==> config.mk <==
export PLATFORM = sky130hd
export DESIGN_NAME = fcg_top
export DESIGN_NICKNAME = d
export VERILOG_FILES = /design/src/fcg_cmd_array.v /design/src/fcg_top.v
export VERILOG_INCLUDE_DIRS = /design/src /design/src/inc
export SDC_FILE = /design/constraint.sdc
export NUM_CORES = 1
export LEC_CHECK = 0
export ABC_AREA = 1
export BUFFER_PORTS_ARGS = -buffer_cell sky130_fd_sc_hd__buf_2
export CAP_MARGIN = 20
export CORE_UTILIZATION = 50
export DETAILED_ROUTE_END_ITERATION = 10
export PLACE_DENSITY = 0.69
export REMOVE_ABC_BUFFERS = 1
export SLEW_MARGIN = 40
export SYNTH_ARGS = -nofsm -noshare
export SYNTH_HDL_FRONTEND = slang
export SYNTH_SLANG_ARGS = --single-unit
==> constraint.sdc <==
create_clock -name clk_i -period 3.7 [get_ports clk_i]
set_clock_uncertainty 0.05 [all_clocks]
set_input_delay 0 -clock clk_i [delete_from_list [all_inputs] [get_ports clk_i]]
set_output_delay 0 -clock clk_i [all_outputs]
set_load 0.01 [all_outputs]
==> src/inc/fcg_defines.vh <==
// Constants for the flash command gate and emulated-EEPROM command block.
// Assumes inclusion by bare name from the design files; definitions only.
`ifndef FCG_DEFINES_VH
`define FCG_DEFINES_VH

// Command array geometry.
`define FCG_DATA_W        16
`define FCG_IDX_W         3
`define FCG_DEPTH         8

// Command array indices.
`define FCG_IDX_CODE      3'h0
`define FCG_IDX_DATAFLASH_PARTITION_SIZE    3'h1
`define FCG_IDX_EMUL_BUFFER_PARTITION_SIZE    3'h2
`define FCG_IDX_SECTOR_ERASE_COUNT    3'h3
`define FCG_IDX_SECTORS   3'h4

// Command code field of index 000.
`define FCG_CODE_MSB      15
`define FCG_CODE_LSB      8

// Command codes.
`define FCG_CMD_ERS_VFY_ALL 8'h01
`define FCG_CMD_ERS_VFY_BLK 8'h02
`define FCG_CMD_ERS_VFY_SEC 8'h03
`define FCG_CMD_LOAD_FIELD  8'h05
`define FCG_CMD_PGM_ONCE    8'h07
`define FCG_CMD_ERS_ALL     8'h08
`define FCG_CMD_ERS_PBLK    8'h09
`define FCG_CMD_ERS_PSEC    8'h0a
`define FCG_CMD_UNSECURE    8'h0b
`define FCG_CMD_BACKDOOR    8'h0c
`define FCG_CMD_USER_MARGIN 8'h0d
`define FCG_CMD_FIELD_MRG   8'h0e
`define FCG_CMD_FULL_PART   8'h0f
`define FCG_CMD_ERS_VFY_DF  8'h10
`define FCG_CMD_ERS_DSEC    8'h12
`define FCG_CMD_EMUL_ON     8'h13
`define FCG_CMD_EMUL_OFF    8'h14
`define FCG_CMD_EMUL_QUERY  8'h15
`define FCG_CMD_PARTITION   8'h20

// Values returned by a query before any partitioning.
`define FCG_UNPART_SIZE   16'hffff
`define FCG_UNPART_SECT   16'h0000

// Reset values and the erase count ceiling.
`define FCG_RST_INDEX     3'h0
`define FCG_RST_SECTOR_ERASE_COUNT    16'h0000
`define FCG_SECTOR_ERASE_COUNT_MAX    16'hffff

`endif

==> src/fcg_cmd_array.v <==
// Eight-entry command array storage for the flash command gate.
// Assumes one clock; read data are registered and appear one edge after the address.
`include "fcg_defines.vh"

module fcg_cmd_array (
  // Clock and reset
  input  wire                     clk_i,
  input  wire                     reset_n_i,
  // Write port
  input  wire                     wr_en_i,
  input  wire [`FCG_IDX_W-1:0]    wr_idx_i,
  input  wire [`FCG_DATA_W-1:0]   wr_data_i,
  // Read port
  input  wire [`FCG_IDX_W-1:0]    rd_idx_i,
  output reg  [`FCG_DATA_W-1:0]   rd_data_o
);

  reg [`FCG_DATA_W-1:0] mem [0:`FCG_DEPTH-1];

  // Array contents are left uninitialised, like the rest of the command RAM.
  always @(posedge clk_i) begin
    if (wr_en_i) begin
      mem[wr_idx_i] <= wr_data_i;
    end
  end

  always @(posedge clk_i or negedge reset_n_i) begin
    if (!reset_n_i) begin
      rd_data_o <= 16'h0000;
    end else begin
      rd_data_o <= mem[rd_idx_i];
    end
  end

endmodule

==> src/fcg_top.v <==
// Flash command gate: mode-dependent command acceptance plus the
// disable-emulation and emulation-query commands.
// Assumes all inputs synchronous to clk_i; a flash engine outside runs every
// other accepted command except enable-emulation and answers with exec_done_i.
`include "fcg_defines.vh"

// Contract
// - Codes 01,02,13,14,15,20 are accepted in all eight modes.
// - Codes 08 and 0B accepted only in the special modes, secured or not.
// - Code 0C accepted only in normal single-chip mode, secured or not.
// - Codes 0E and 0F accepted only in unsecured special modes.
// - Codes 03-07,09,0A,0D,10-12 need unsecured, or secured normal single-chip.
// - Disable-emulation halts emulation at a safe point, keeps tags, then completes.
// - Disable-emulation with index not 000 sets access error; other flags untouched.
// - Disable-emulation sets access error while a load-data-field sequence is active.
// - Disable-emulation sets access error if no partition command ran before.
// - Query writes partition sizes, erase count and sector counts to indices 1-4.
// - Returned erase count is the number of sector erases performed.
// - Query sets completion only after all returned values are stored.
// - Unpartitioned query returns all-ones sizes and count, zero sector counts.
module fcg_top (
  // Clock and reset
  input  wire                     clk_i,
  input  wire                     reset_n_i,
  // Operating mode
  input  wire                     secured_i,
  input  wire                     special_mode_i,
  input  wire                     single_chip_i,
  // Command array access by software
  input  wire                     index_wr_i,
  input  wire [`FCG_IDX_W-1:0]    index_wdata_i,
  input  wire                     array_wr_i,
  input  wire [`FCG_DATA_W-1:0]   array_wdata_i,
  output wire [`FCG_DATA_W-1:0]   command_array_o,
  output reg  [`FCG_IDX_W-1:0]    command_array_index_o,
  // Launch and status
  input  wire                     launch_i,
  input  wire                     access_error_clr_i,
  output reg                      command_complete_flag_o,
  output reg                      access_error_flag_o,
  // Flash engine for accepted commands other than codes 13, 14 and 15
  output reg                      exec_req_o,
  output reg  [7:0]               exec_code_o,
  input  wire                     exec_done_i,
  input  wire                     load_field_active_i,
  input  wire                     sector_erased_i,
  // Emulated-EEPROM state
  output reg                      emul_active_o,
  output reg                      emul_halt_req_o,
  input  wire                     emul_idle_i,
  output reg                      partitioned_o,
  input  wire [`FCG_DATA_W-1:0]   dataflash_partition_size_i,
  input  wire [`FCG_DATA_W-1:0]   emul_buffer_partition_size_i,
  input  wire [7:0]               dead_sector_count_i,
  input  wire [7:0]               ready_sector_count_i
);

  ////////////////////////////////////////////////////////////////////////////
  // States

  localparam [2:0] S_IDLE  = 3'b000;
  localparam [2:0] S_FETCH = 3'b001;
  localparam [2:0] S_CHECK = 3'b010;
  localparam [2:0] S_EXEC  = 3'b011;
  localparam [2:0] S_HALT  = 3'b100;
  localparam [2:0] S_QUERY = 3'b101;

  reg  [2:0]              state;
  reg  [2:0]              next_state;
  reg  [`FCG_IDX_W-1:0]   launch_index;
  reg  [`FCG_IDX_W-1:0]   query_idx;
  reg  [`FCG_DATA_W-1:0]  sector_erase_count;
  reg  [7:0]              exec_code;

  wire                    normal_single_chip;
  wire                    special_mode;
  wire [7:0]              command_code;
  wire                    code_allowed;
  reg                     seq_wr;
  reg  [`FCG_DATA_W-1:0]  seq_wdata;
  wire                    mem_wr;
  wire [`FCG_IDX_W-1:0]   mem_wr_idx;
  wire [`FCG_DATA_W-1:0]  mem_wdata;
  wire [`FCG_IDX_W-1:0]   mem_rd_idx;
  reg                     set_access_error;

  ////////////////////////////////////////////////////////////////////////////
  // Command acceptance per mode

  assign normal_single_chip = single_chip_i & ~special_mode_i;
  assign special_mode       = special_mode_i;

  function allowed;
    input [7:0] code;
    input       sec;
    input       spec;
    input       nsc;
    begin
      case (code)
        `FCG_CMD_ERS_VFY_ALL, `FCG_CMD_ERS_VFY_BLK,
        `FCG_CMD_EMUL_ON, `FCG_CMD_EMUL_OFF,
        `FCG_CMD_EMUL_QUERY, `FCG_CMD_PARTITION: begin
          allowed = 1'b1;
        end
        `FCG_CMD_ERS_ALL, `FCG_CMD_UNSECURE: begin
          allowed = spec;
        end
        `FCG_CMD_BACKDOOR: begin
          allowed = nsc;
        end
        `FCG_CMD_FIELD_MRG, `FCG_CMD_FULL_PART: begin
          allowed = spec & ~sec;
        end
        default: begin
          if (((code >= `FCG_CMD_ERS_VFY_SEC) && (code <= `FCG_CMD_PGM_ONCE)) ||
              (code == `FCG_CMD_ERS_PBLK) || (code == `FCG_CMD_ERS_PSEC) ||
              (code == `FCG_CMD_USER_MARGIN) ||
              ((code >= `FCG_CMD_ERS_VFY_DF) && (code <= `FCG_CMD_ERS_DSEC))) begin
            allowed = ~sec | nsc;
          end else begin
            allowed = 1'b0;
          end
        end
      endcase
    end
  endfunction

  assign command_code = command_array_o[`FCG_CODE_MSB:`FCG_CODE_LSB];
  assign code_allowed = allowed(command_code, secured_i, special_mode,
                                normal_single_chip);

  ////////////////////////////////////////////////////////////////////////////
  // Command array storage

  // Software may only write the array while no command runs, so the
  // sequencer's result writes never collide with a software write.
  assign mem_wr     = seq_wr | (array_wr_i & command_complete_flag_o);
  assign mem_wr_idx = seq_wr ? query_idx : command_array_index_o;
  assign mem_wdata  = seq_wr ? seq_wdata : array_wdata_i;
  // Both fetch edges read entry 000, so the check sees the code whatever the index.
  assign mem_rd_idx = ((next_state == S_FETCH) || (next_state == S_CHECK)) ? `FCG_IDX_CODE :
                      (index_wr_i ? index_wdata_i : command_array_index_o);

  fcg_cmd_array u_array (
    .clk_i     (clk_i),
    .reset_n_i (reset_n_i),
    .wr_en_i   (mem_wr),
    .wr_idx_i  (mem_wr_idx),
    .wr_data_i (mem_wdata),
    .rd_idx_i  (mem_rd_idx),
    .rd_data_o (command_array_o)
  );

  always @(posedge clk_i or negedge reset_n_i) begin
    if (!reset_n_i) begin
      command_array_index_o <= `FCG_RST_INDEX;
    end else if (index_wr_i) begin
      command_array_index_o <= index_wdata_i;
    end
  end

  ////////////////////////////////////////////////////////////////////////////
  // Query result selection

  always @* begin
    seq_wr    = (state == S_QUERY);
    seq_wdata = `FCG_UNPART_SECT;
    case (query_idx)
      `FCG_IDX_DATAFLASH_PARTITION_SIZE: begin
        seq_wdata = partitioned_o ? dataflash_partition_size_i
                                  : `FCG_UNPART_SIZE;
      end
      `FCG_IDX_EMUL_BUFFER_PARTITION_SIZE: begin
        seq_wdata = partitioned_o ? emul_buffer_partition_size_i
                                  : `FCG_UNPART_SIZE;
      end
      `FCG_IDX_SECTOR_ERASE_COUNT: begin
        seq_wdata = partitioned_o ? sector_erase_count
                                  : `FCG_UNPART_SIZE;
      end
      default: begin
        seq_wdata = partitioned_o ? {dead_sector_count_i, ready_sector_count_i}
                                  : `FCG_UNPART_SECT;
      end
    endcase
  end

  ////////////////////////////////////////////////////////////////////////////
  // Sequencer

  always @* begin
    next_state       = state;
    set_access_error = 1'b0;
    case (state)
      S_IDLE: begin
        if (launch_i && command_complete_flag_o) begin
          next_state = S_FETCH;
        end
      end
      S_FETCH: begin
        next_state = S_CHECK;
      end
      S_CHECK: begin
        next_state = S_IDLE;
        if (!code_allowed) begin
          set_access_error = 1'b1;
        end else if (command_code == `FCG_CMD_EMUL_OFF) begin
          // Only the access error flag is touched; the other flags belong
          // to the engine and stay as they are.
          if ((launch_index != `FCG_IDX_CODE) ||
              load_field_active_i ||
              !partitioned_o) begin
            set_access_error = 1'b1;
          end else begin
            next_state = S_HALT;
          end
        end else if (command_code == `FCG_CMD_EMUL_QUERY) begin
          next_state = S_QUERY;
        end else if (command_code != `FCG_CMD_EMUL_ON) begin
          next_state = S_EXEC;
        end
      end
      S_EXEC: begin
        if (exec_done_i) begin
          next_state = S_IDLE;
        end
      end
      S_HALT: begin
        if (emul_idle_i) begin
          next_state = S_IDLE;
        end
      end
      S_QUERY: begin
        if (query_idx == `FCG_IDX_SECTORS) begin
          next_state = S_IDLE;
        end
      end
      default: begin
        next_state = S_IDLE;
      end
    endcase
  end

  always @(posedge clk_i or negedge reset_n_i) begin
    if (!reset_n_i) begin
      state                   <= S_IDLE;
      launch_index            <= `FCG_RST_INDEX;
      query_idx               <= `FCG_IDX_DATAFLASH_PARTITION_SIZE;
      command_complete_flag_o <= 1'b1;
      exec_req_o              <= 1'b0;
      exec_code_o             <= 8'h00;
      exec_code               <= 8'h00;
      emul_active_o           <= 1'b0;
      emul_halt_req_o         <= 1'b0;
      partitioned_o           <= 1'b0;
    end else begin
      state      <= next_state;
      exec_req_o <= 1'b0;
      if (state == S_IDLE && next_state == S_FETCH) begin
        command_complete_flag_o <= 1'b0;
        launch_index            <= command_array_index_o;
        query_idx               <= `FCG_IDX_DATAFLASH_PARTITION_SIZE;
      end
      if (state == S_CHECK) begin
        exec_code <= command_code;
        if (next_state == S_IDLE) begin
          command_complete_flag_o <= 1'b1;
          if (code_allowed && command_code == `FCG_CMD_EMUL_ON &&
              !set_access_error) begin
            emul_active_o <= 1'b1;
          end
        end
        if (next_state == S_EXEC) begin
          exec_req_o  <= 1'b1;
          exec_code_o <= command_code;
        end
        if (next_state == S_HALT) begin
          emul_halt_req_o <= 1'b1;
        end
      end
      if (state == S_EXEC && exec_done_i) begin
        command_complete_flag_o <= 1'b1;
        if (exec_code == `FCG_CMD_PARTITION || exec_code == `FCG_CMD_FULL_PART) begin
          partitioned_o <= 1'b1;
        end
      end
      // Tag memory and tag counter live outside and are never cleared here.
      if (state == S_HALT && emul_idle_i) begin
        emul_halt_req_o         <= 1'b0;
        emul_active_o           <= 1'b0;
        command_complete_flag_o <= 1'b1;
      end
      if (state == S_QUERY) begin
        query_idx <= query_idx + 3'h1;
        if (query_idx == `FCG_IDX_SECTORS) begin
          command_complete_flag_o <= 1'b1;
        end
      end
    end
  end

  ////////////////////////////////////////////////////////////////////////////
  // Access error flag and erase counter

  // A new error in the clearing cycle wins, so it is never lost.
  always @(posedge clk_i or negedge reset_n_i) begin
    if (!reset_n_i) begin
      access_error_flag_o <= 1'b0;
    end else if (set_access_error) begin
      access_error_flag_o <= 1'b1;
    end else if (access_error_clr_i) begin
      access_error_flag_o <= 1'b0;
    end
  end

  // Saturates rather than wraps, so a worn device never reports a low count.
  always @(posedge clk_i or negedge reset_n_i) begin
    if (!reset_n_i) begin
      sector_erase_count <= `FCG_RST_SECTOR_ERASE_COUNT;
    end else if (sector_erased_i && sector_erase_count != `FCG_SECTOR_ERASE_COUNT_MAX) begin
      sector_erase_count <= sector_erase_count + 16'h0001;
    end
  end

endmodule

# --- Word level (Yosys, flattened, before mapping) ---
# Memories as Yosys holds them, arrays and structs flattened. A register that Yosys moved wholly into a read port is not among the register bits.
# Cells that the tools add are included.
word_totals:
  register_bits: 50
  ram_bits: 128
  input_bits: 80
  output_inout_bits: 33
  elab_cells: 141
  memories: 1
memory_table:
  columns: ["name", "depth", "width", "rd", "rd_ports_with_merged_regs", "wr", "line", "rtl"]
  rows:
  - ["u_array.mem", 8, 16, 1, 1, 1, "fcg_cmd_array.v:18", "reg [`FCG_DATA_W-1:0] mem [0:`FCG_DEPTH-1];"]
classes:
  addsub: 2
  magnitude_cmp: 4
  n_eq_ne: 31
  n_mux: 47
  bitwise_logic: 7
  reduce_logical: 36
ops:
  columns: ["cell", "n"]
  rows:
  - ["$mux 16", 5]
  - ["$eq 8x4->1 const B", 9]
  - ["$pmux 16 s3", 1]
  - ["$mux 3", 13]
  - ["$mux 1", 25]
  - ["$eq 8x5->1 const B", 3]
  - ["$eq 3x2->1 const B", 6]
  - ["$pmux 3 s6", 1]
  - ["$add 16x1->16 const B", 1]
  - ["$eq 8x6->1 const B", 2]
  - ["$ne 16x16->1 const B", 1]
  - ["$eq 3x3->1 const B", 4]
  - ["$reduce_bool 2->1", 6]
  - ["$eq 3x1->1 const B", 3]
  - ["$logic_and 1x1->1", 9]
  - ["$eq 8x1->1 const B", 1]
  - ["$eq 8x2->1 const B", 1]
  - ["$ge 8x2->1 const B", 1]
  - ["$ge 8x5->1 const B", 1]
  - ["$le 8x3->1 const B", 1]
  - ["$le 8x5->1 const B", 1]
  - ["$logic_or 1x1->1", 8]
  - ["$ne 8x5->1 const B", 1]
  - ["$logic_not 3->1", 2]
  - ["12 further kinds", 21]

# --- Longest topological paths before layout ---
logic_depth:
  ltp_word: 19
  ltp_mapped: 14
  mapped_depth_nobuf: 14

# --- Cells and area by module ---
# A second synthesis with hierarchy kept.
hier_totals:
  hier_cells: 1061
  hier_area_um2: 9466.6
modules_own_cells:
  columns: ["mod", "n_inst", "cells_per_inst", "area_each_um2", "seq_area_each_um2"]
  rows:
  - ["fcg_cmd_array", 1, 587, 6069.6, 4244.1]
  - ["fcg_top", 1, 474, 3397.0, 1253.7]

# --- Worst setup path after synthesis ---
# Ideal clock, no wire load.
synth_timing:
  path_kind: "register to register"
  from: "reg state[1]"
  to: "mem u_array.mem[6][0] (netlist bit) (enable)"
  setup_time_ps: 388
  arrival_time_ps: 1909
  required_ps: 3262
  setup_slack_ps: 1353
  stages_incl_launch_ff: 9
  n_path_buf: 1
  synth_period_minus_slack_ps: 2347
  cell_sequence: "dfrtp_1 -> inv_1 -> nand3_1 -> inv_1 -> buf_2 -> o21ai_0 -> inv_1 -> nand2_1 -> nor2_1"
synth_between:
  elab_chain_cells: 4
  word_cells_on_any_way: 5
  cone_classes: "1 x eq/ne; 3 x mux; 1 x bitwise"
synth_rtl:
  columns: ["element", "line", "rtl"]
  rows:
  - ["from (decl)", "fcg_top.v:68", "reg [2:0] state;"]
  - ["from (signal assigned)", "fcg_top.v:257", "state <= next_state;"]
  - ["$eq 3x3->1 (*)", "fcg_top.v:166", "seq_wr = (state == S_QUERY);"]
  - ["$or 1x1->1", "fcg_top.v:137", "assign mem_wr = seq_wr | (array_wr_i & command_complete_flag_o);"]
  - ["$mux 1", "fcg_cmd_array.v:22", "if (wr_en_i) begin"]
  - ["$mux 1 (not written as such)", "fcg_cmd_array.v:23", "mem[wr_idx_i] <= wr_data_i;"]
  - ["to (decl)", "fcg_cmd_array.v:18", null]
# Every way passes the cells marked *; elsewhere a longest branch is shown, timed or not.

# --- Final worst setup path ---
layout_timing:
  from: "reg query_idx[1]"
  to: "mem u_array.mem[5][6] (netlist bit) (data pin)"
layout_between:
  elab_chain_cells: 3
  word_cells_on_any_way: 5
  cone_classes: "3 x eq/ne; 2 x mux"
layout_rtl:
  columns: ["element", "line", "rtl"]
  rows:
  - ["from (decl)", "fcg_top.v:71", "reg [`FCG_IDX_W-1:0] query_idx;"]
  - ["from (signal assigned)", "fcg_top.v:248", "query_idx <= `FCG_IDX_DATAFLASH_PARTITION_SIZE;"]
  - ["from (signal assigned)", "fcg_top.v:262", "query_idx <= `FCG_IDX_DATAFLASH_PARTITION_SIZE;"]
  - ["from (signal assigned)", "fcg_top.v:294", "query_idx <= query_idx + 3'h1;"]
  - ["$eq 3x2->1 or $eq 3x1->1 (tied branches)", "fcg_top.v:168", "case (query_idx)"]
  - ["$pmux 16 s3 (*)", "fcg_top.v:168", null]
  - ["$mux 16 (*)", "fcg_top.v:139", "assign mem_wdata = seq_wr ? seq_wdata : array_wdata_i;"]
  - ["net mem_wdata[6]", "fcg_top.v:83", "wire [`FCG_DATA_W-1:0] mem_wdata;"]
# Mark *: on every way through the listed nets, which the timed path passes. The rest lies on a longest branch.

==> impl_metrics.prom <==
# TYPE chip_impl_metric gauge
chip_impl_metric{name="global_route.usage.total",unit=""} 0.251
chip_impl_metric{name="grt_pass1_wl",unit="um"} 33700
chip_impl_metric{name="cp.required",unit="ns"} 3.82
chip_impl_metric{name="critPathArrivalTime",unit="ns"} 2.92
chip_impl_metric{name="setup-tns-final",unit="ns"} 0
chip_impl_metric{name="clkSlewWorstSetupHoldPaths",unit="ns"} 0.07
chip_impl_metric{name="yosysWarnings",unit=""} 0
chip_impl_metric{name="die_height",unit="um"} 135
chip_impl_metric{name="syn2layout_area_growth",unit="%"} 16.3
chip_impl_info{name="most_common_flop_cell_mapped_by_yosys",value="sky130_fd_sc_hd__edfxtp_1"} 1
chip_impl_metric{name="finalCritPeriodShare",unit=""} 0.759
chip_impl_metric{name="htree_num_levels",unit=""} 4
chip_impl_metric{name="die-area",unit="mm2"} 0.0183
chip_impl_metric{name="synthesis.area",unit="mm2"} 0.00887
chip_impl_info{name="cts_tree",value="done"} 1
chip_impl_metric{name="finalNonFillerCells",unit=""} 1224
chip_impl_info{name="cts-root-buf",value="sky130_fd_sc_hd__clkbuf_16"} 1
chip_impl_metric{name="placement.io_buffers",unit=""} 112
chip_impl_info{name="critPathCaptureType",value="flip-flop"} 1
chip_impl_info{name="status",value="finished, final reports clean"} 1
chip_impl_metric{name="finalWorstPathRequiredPeriod",unit="ns"} 2.81
chip_impl_metric{name="power.leakage",unit="nW"} 4.22
chip_impl_metric{name="core_box_area",unit="mm2"} 0.0173
chip_impl_metric{name="worst_slew_pin_slew",unit="ns"} 0.846
chip_impl_metric{name="yosys_register_bits",unit=""} 194
chip_impl_info{name="layout_commonest_cell",value="sky130_fd_sc_hd__nand2_1"} 1
chip_impl_metric{name="synth.avg_cell_area",unit="um2"} 10.2
chip_impl_metric{name="tritoncts_num_sinks",unit=""} 194
chip_impl_metric{name="number_of_standard_cell_rows_in_the_floorplan",unit=""} 48
chip_impl_metric{name="initial_utilization",unit=""} 0.513
chip_impl_metric{name="postSynth.asyncResetShare",unit=""} 0.340
chip_impl_metric{name="synth_top_area_share",unit=""} 0.433
chip_impl_metric{name="max-cap-violations",unit=""} 0
chip_impl_metric{name="overflow_left_after_global_routing",unit=""} 0
chip_impl_metric{name="numPlacedInstances",unit=""} 1181
chip_impl_metric{name="timing.slew.headroom",unit=""} 0.435
chip_impl_metric{name="drc",unit=""} 0
chip_impl_info{name="ys_top_cells_by_area",value="sky130_fd_sc_hd__edfxtp_1 (43%), sky130_fd_sc_hd__dfrtp_1 (18%), sky130_fd_sc_hd__nand2_1 (5.5%)"} 1
chip_impl_metric{name="detailedPlacementHpwl",unit="um"} 14300
chip_impl_metric{name="io_pins",unit=""} 113
chip_impl_metric{name="initialDrtViolationCount",unit=""} 652
chip_impl_metric{name="detail_route.vias_per_cell",unit=""} 5.59
chip_impl_metric{name="clock_insertion_delay_worst_skew",unit="ns"} 0.44
chip_impl_metric{name="cts-buffers-inserted",unit=""} 17
chip_impl_metric{name="detailroute.via_count",unit=""} 6843
chip_impl_metric{name="drtPass1Iterations",unit=""} 5
chip_impl_metric{name="routed_wirelength",unit="um"} 22100
chip_impl_metric{name="cts_setup_buffers",unit=""} 0
chip_impl_metric{name="antenna_violating_nets_remaining",unit=""} 0
chip_impl_metric{name="die_w",unit="um"} 135
chip_impl_metric{name="number_of_antenna_violations_at_the_first_check_in_global_routing",unit=""} 1
chip_impl_info{name="path_class",value="reg -> reg"} 1
chip_impl_metric{name="max_freq",unit="MHz"} 356
chip_impl_metric{name="design.final.nets",unit=""} 1071
chip_impl_metric{name="synth.lib_cells_used.distinct",unit=""} 41
chip_impl_metric{name="gpl.final_weighted_congestion",unit=""} 0.941
chip_impl_metric{name="pin_count_of_the_biggest_net_entering_global_routing",unit=""} 65
chip_impl_info{name="crit_path_start_kind",value="flip-flop"} 1
chip_impl_metric{name="timing_hold_violations_final",unit=""} 0
chip_impl_metric{name="post_route_cells_drive_above_1_share",unit=""} 0.191
chip_impl_metric{name="route.detailed.wl_per_inst",unit="um"} 18.1
chip_impl_metric{name="pwr_per_cell_area",unit="mW/mm2"} 600
chip_impl_metric{name="post-route-cell-area",unit="mm2"} 0.0103
chip_impl_metric{name="crit_fanout",unit=""} 17
chip_impl_info{name="worst_hold_path_type",value="in -> async"} 1
chip_impl_metric{name="setup_viol",unit=""} 0
chip_impl_info{name="synth_area_leader_cell",value="sky130_fd_sc_hd__edfxtp_1"} 1
chip_impl_metric{name="fill_cells",unit=""} 1485
chip_impl_info{name="layout_common_cells",value="sky130_fd_sc_hd__nand2_1 (131), sky130_fd_sc_hd__edfxtp_1 (128), sky130_fd_sc_hd__nor2_1 (112)"} 1
chip_impl_metric{name="max-vdd-ir-drop",unit="V"} 0.000359
chip_impl_metric{name="detailed_place.area",unit="mm2"} 0.00963
chip_impl_metric{name="post-layout-total-power",unit="mW"} 6.19
chip_impl_metric{name="final_cell_utilization_of_the_core",unit=""} 0.596
chip_impl_metric{name="ys_seq_area_frac",unit=""} 0.619
chip_impl_metric{name="number_of_instances_in_the_synthesized_netlist",unit=""} 866
chip_impl_metric{name="clock_tree.buffer_depth",unit=""} 2
chip_impl_metric{name="final-max-slew-violation-count",unit=""} 0
chip_impl_metric{name="number_of_global_route_vias_before_repair",unit=""} 6082
chip_impl_metric{name="number_of_enable_type_register_cells_in_the_synthesized_netlist",unit=""} 128
chip_impl_info{name="rsz_0062_raised_after_global_routing",value="no"} 1
[final cells by class]
class,count,area [um2],area share
flip-flops and latches,194,5500,0.533
multi-input cells,580,2950,0.286
repair buffers,139,791,0.0766
clock buffers,21,503,0.0488
well taps,225,282,0.0273
inverters,53,206,0.0200
clock inverters,11,86.3,0.00837
diodes,1,2.50,0.000243
[repair_timing]
action	in CTS	in global routing
gates resized for setup	0	0
hold buffers	10	0
hold endpoints to repair	48	0
[path summary, 6_finish.rpt]
path                            slack, ns              from  cells past startpoint           endpoint
max in group asynchronous            2.73         reset_n_i                      3       query_idx[0]
worst min-delay path                 0.02         reset_n_i                      2         exec_req_o
worst max register to register       0.89      query_idx[1]                      8  u_array.mem[5][6]
worst max-delay path                 0.89      query_idx[1]                      8  u_array.mem[5][6]
min in group clk_i                   0.04  array_wdata_i[0]                      3  u_array.mem[1][0]
worst min register to register       0.42    exec_code_o[6]                      2     exec_code_o[6]
[cell usage after synthesis, types with 3 or more instances]
master                       n
sky130_fd_sc_hd__nor2_1    112
sky130_fd_sc_hd__nor3_2      3
sky130_fd_sc_hd__nand2_1   131
sky130_fd_sc_hd__buf_4       4
sky130_fd_sc_hd__inv_1      44
sky130_fd_sc_hd__clkbuf_1   16
sky130_fd_sc_hd__a21oi_1    22
sky130_fd_sc_hd__nand4_1     7
sky130_fd_sc_hd__nand3_1    38
sky130_fd_sc_hd__o22ai_1    33
sky130_fd_sc_hd__o221ai_1   12
sky130_fd_sc_hd__inv_4       3
sky130_fd_sc_hd__edfxtp_1  128
sky130_fd_sc_hd__buf_6       6
sky130_fd_sc_hd__nor3_1      9
sky130_fd_sc_hd__o21ai_1    80
sky130_fd_sc_hd__dfrtp_1    64
sky130_fd_sc_hd__o21ai_0    58
sky130_fd_sc_hd__o21ai_2     3
sky130_fd_sc_hd__buf_2      12
sky130_fd_sc_hd__o31ai_1     4
sky130_fd_sc_hd__or2_0      28
sky130_fd_sc_hd__xor2_1      8
sky130_fd_sc_hd__ha_1        6
sky130_fd_sc_hd__xnor2_1     5
sky130_fd_sc_hd__inv_2       6
[worst max-delay path, cell delays in order, from the launching register on]
cell and delay, ns:
sky130_fd_sc_hd__dfrtp_1 0.39, sky130_fd_sc_hd__inv_1 0.11, sky130_fd_sc_hd__ha_1 0.19, sky130_fd_sc_hd__nand2_1 0.42, sky130_fd_sc_hd__o21ai_2 0.09, sky130_fd_sc_hd__buf_4 0.21, sky130_fd_sc_hd__inv_1 0.44, sky130_fd_sc_hd__o21ai_0 0.19
sky130_fd_sc_hd__o21ai_1 0.45
[layer usage]
metal | share of wire | track usage | up-vias
met5 | 0 | 0 | -
met4 | 0.018 | 0.0936 | 0
met3 | 0.080 | 0.0554 | 27
met2 | 0.46 | 0.374 | 297
met1 | 0.44 | 0.360 | 3259
li1 | - | - | 3260
[flip-flops by register name, summed over array words and instances (netlist names), 8 cells and up]
register            cells
exec_code               8
exec_code_o             8
sector_erase_count     16
u_array.mem           128
u_array.rd_data_o      16
[logic make-up (layout without fill, tap and decap cells)]
family	Yosys count	in the layout	share of synthesized area
buf+inv	92	224	0.0482
fa+ha+maj	6	6	0.00846
compound gates	216	216	0.135
other cells	0	1	0
simple gates	345	345	0.176
xor+xnor	13	13	0.0128
flops	194	194	0.619
[where the power goes]
group          total [mW]  internal [mW]  switching [mW]
Sequential           2.82           2.61           0.204
Combinational        1.57          0.535            1.03
Clock                1.81          0.990           0.817
[stage by stage]
step	hold WS [ns]	setup slack (ns)
after CTS	0.0254	0.915
after global placement	0.102	1.00
after global routing	0.0480	0.680
after floorplan	-0.346	0.795
final	0.0211	0.893
after detailed placement	-0.0445	0.934
Power figures use the tool's default switching activity.
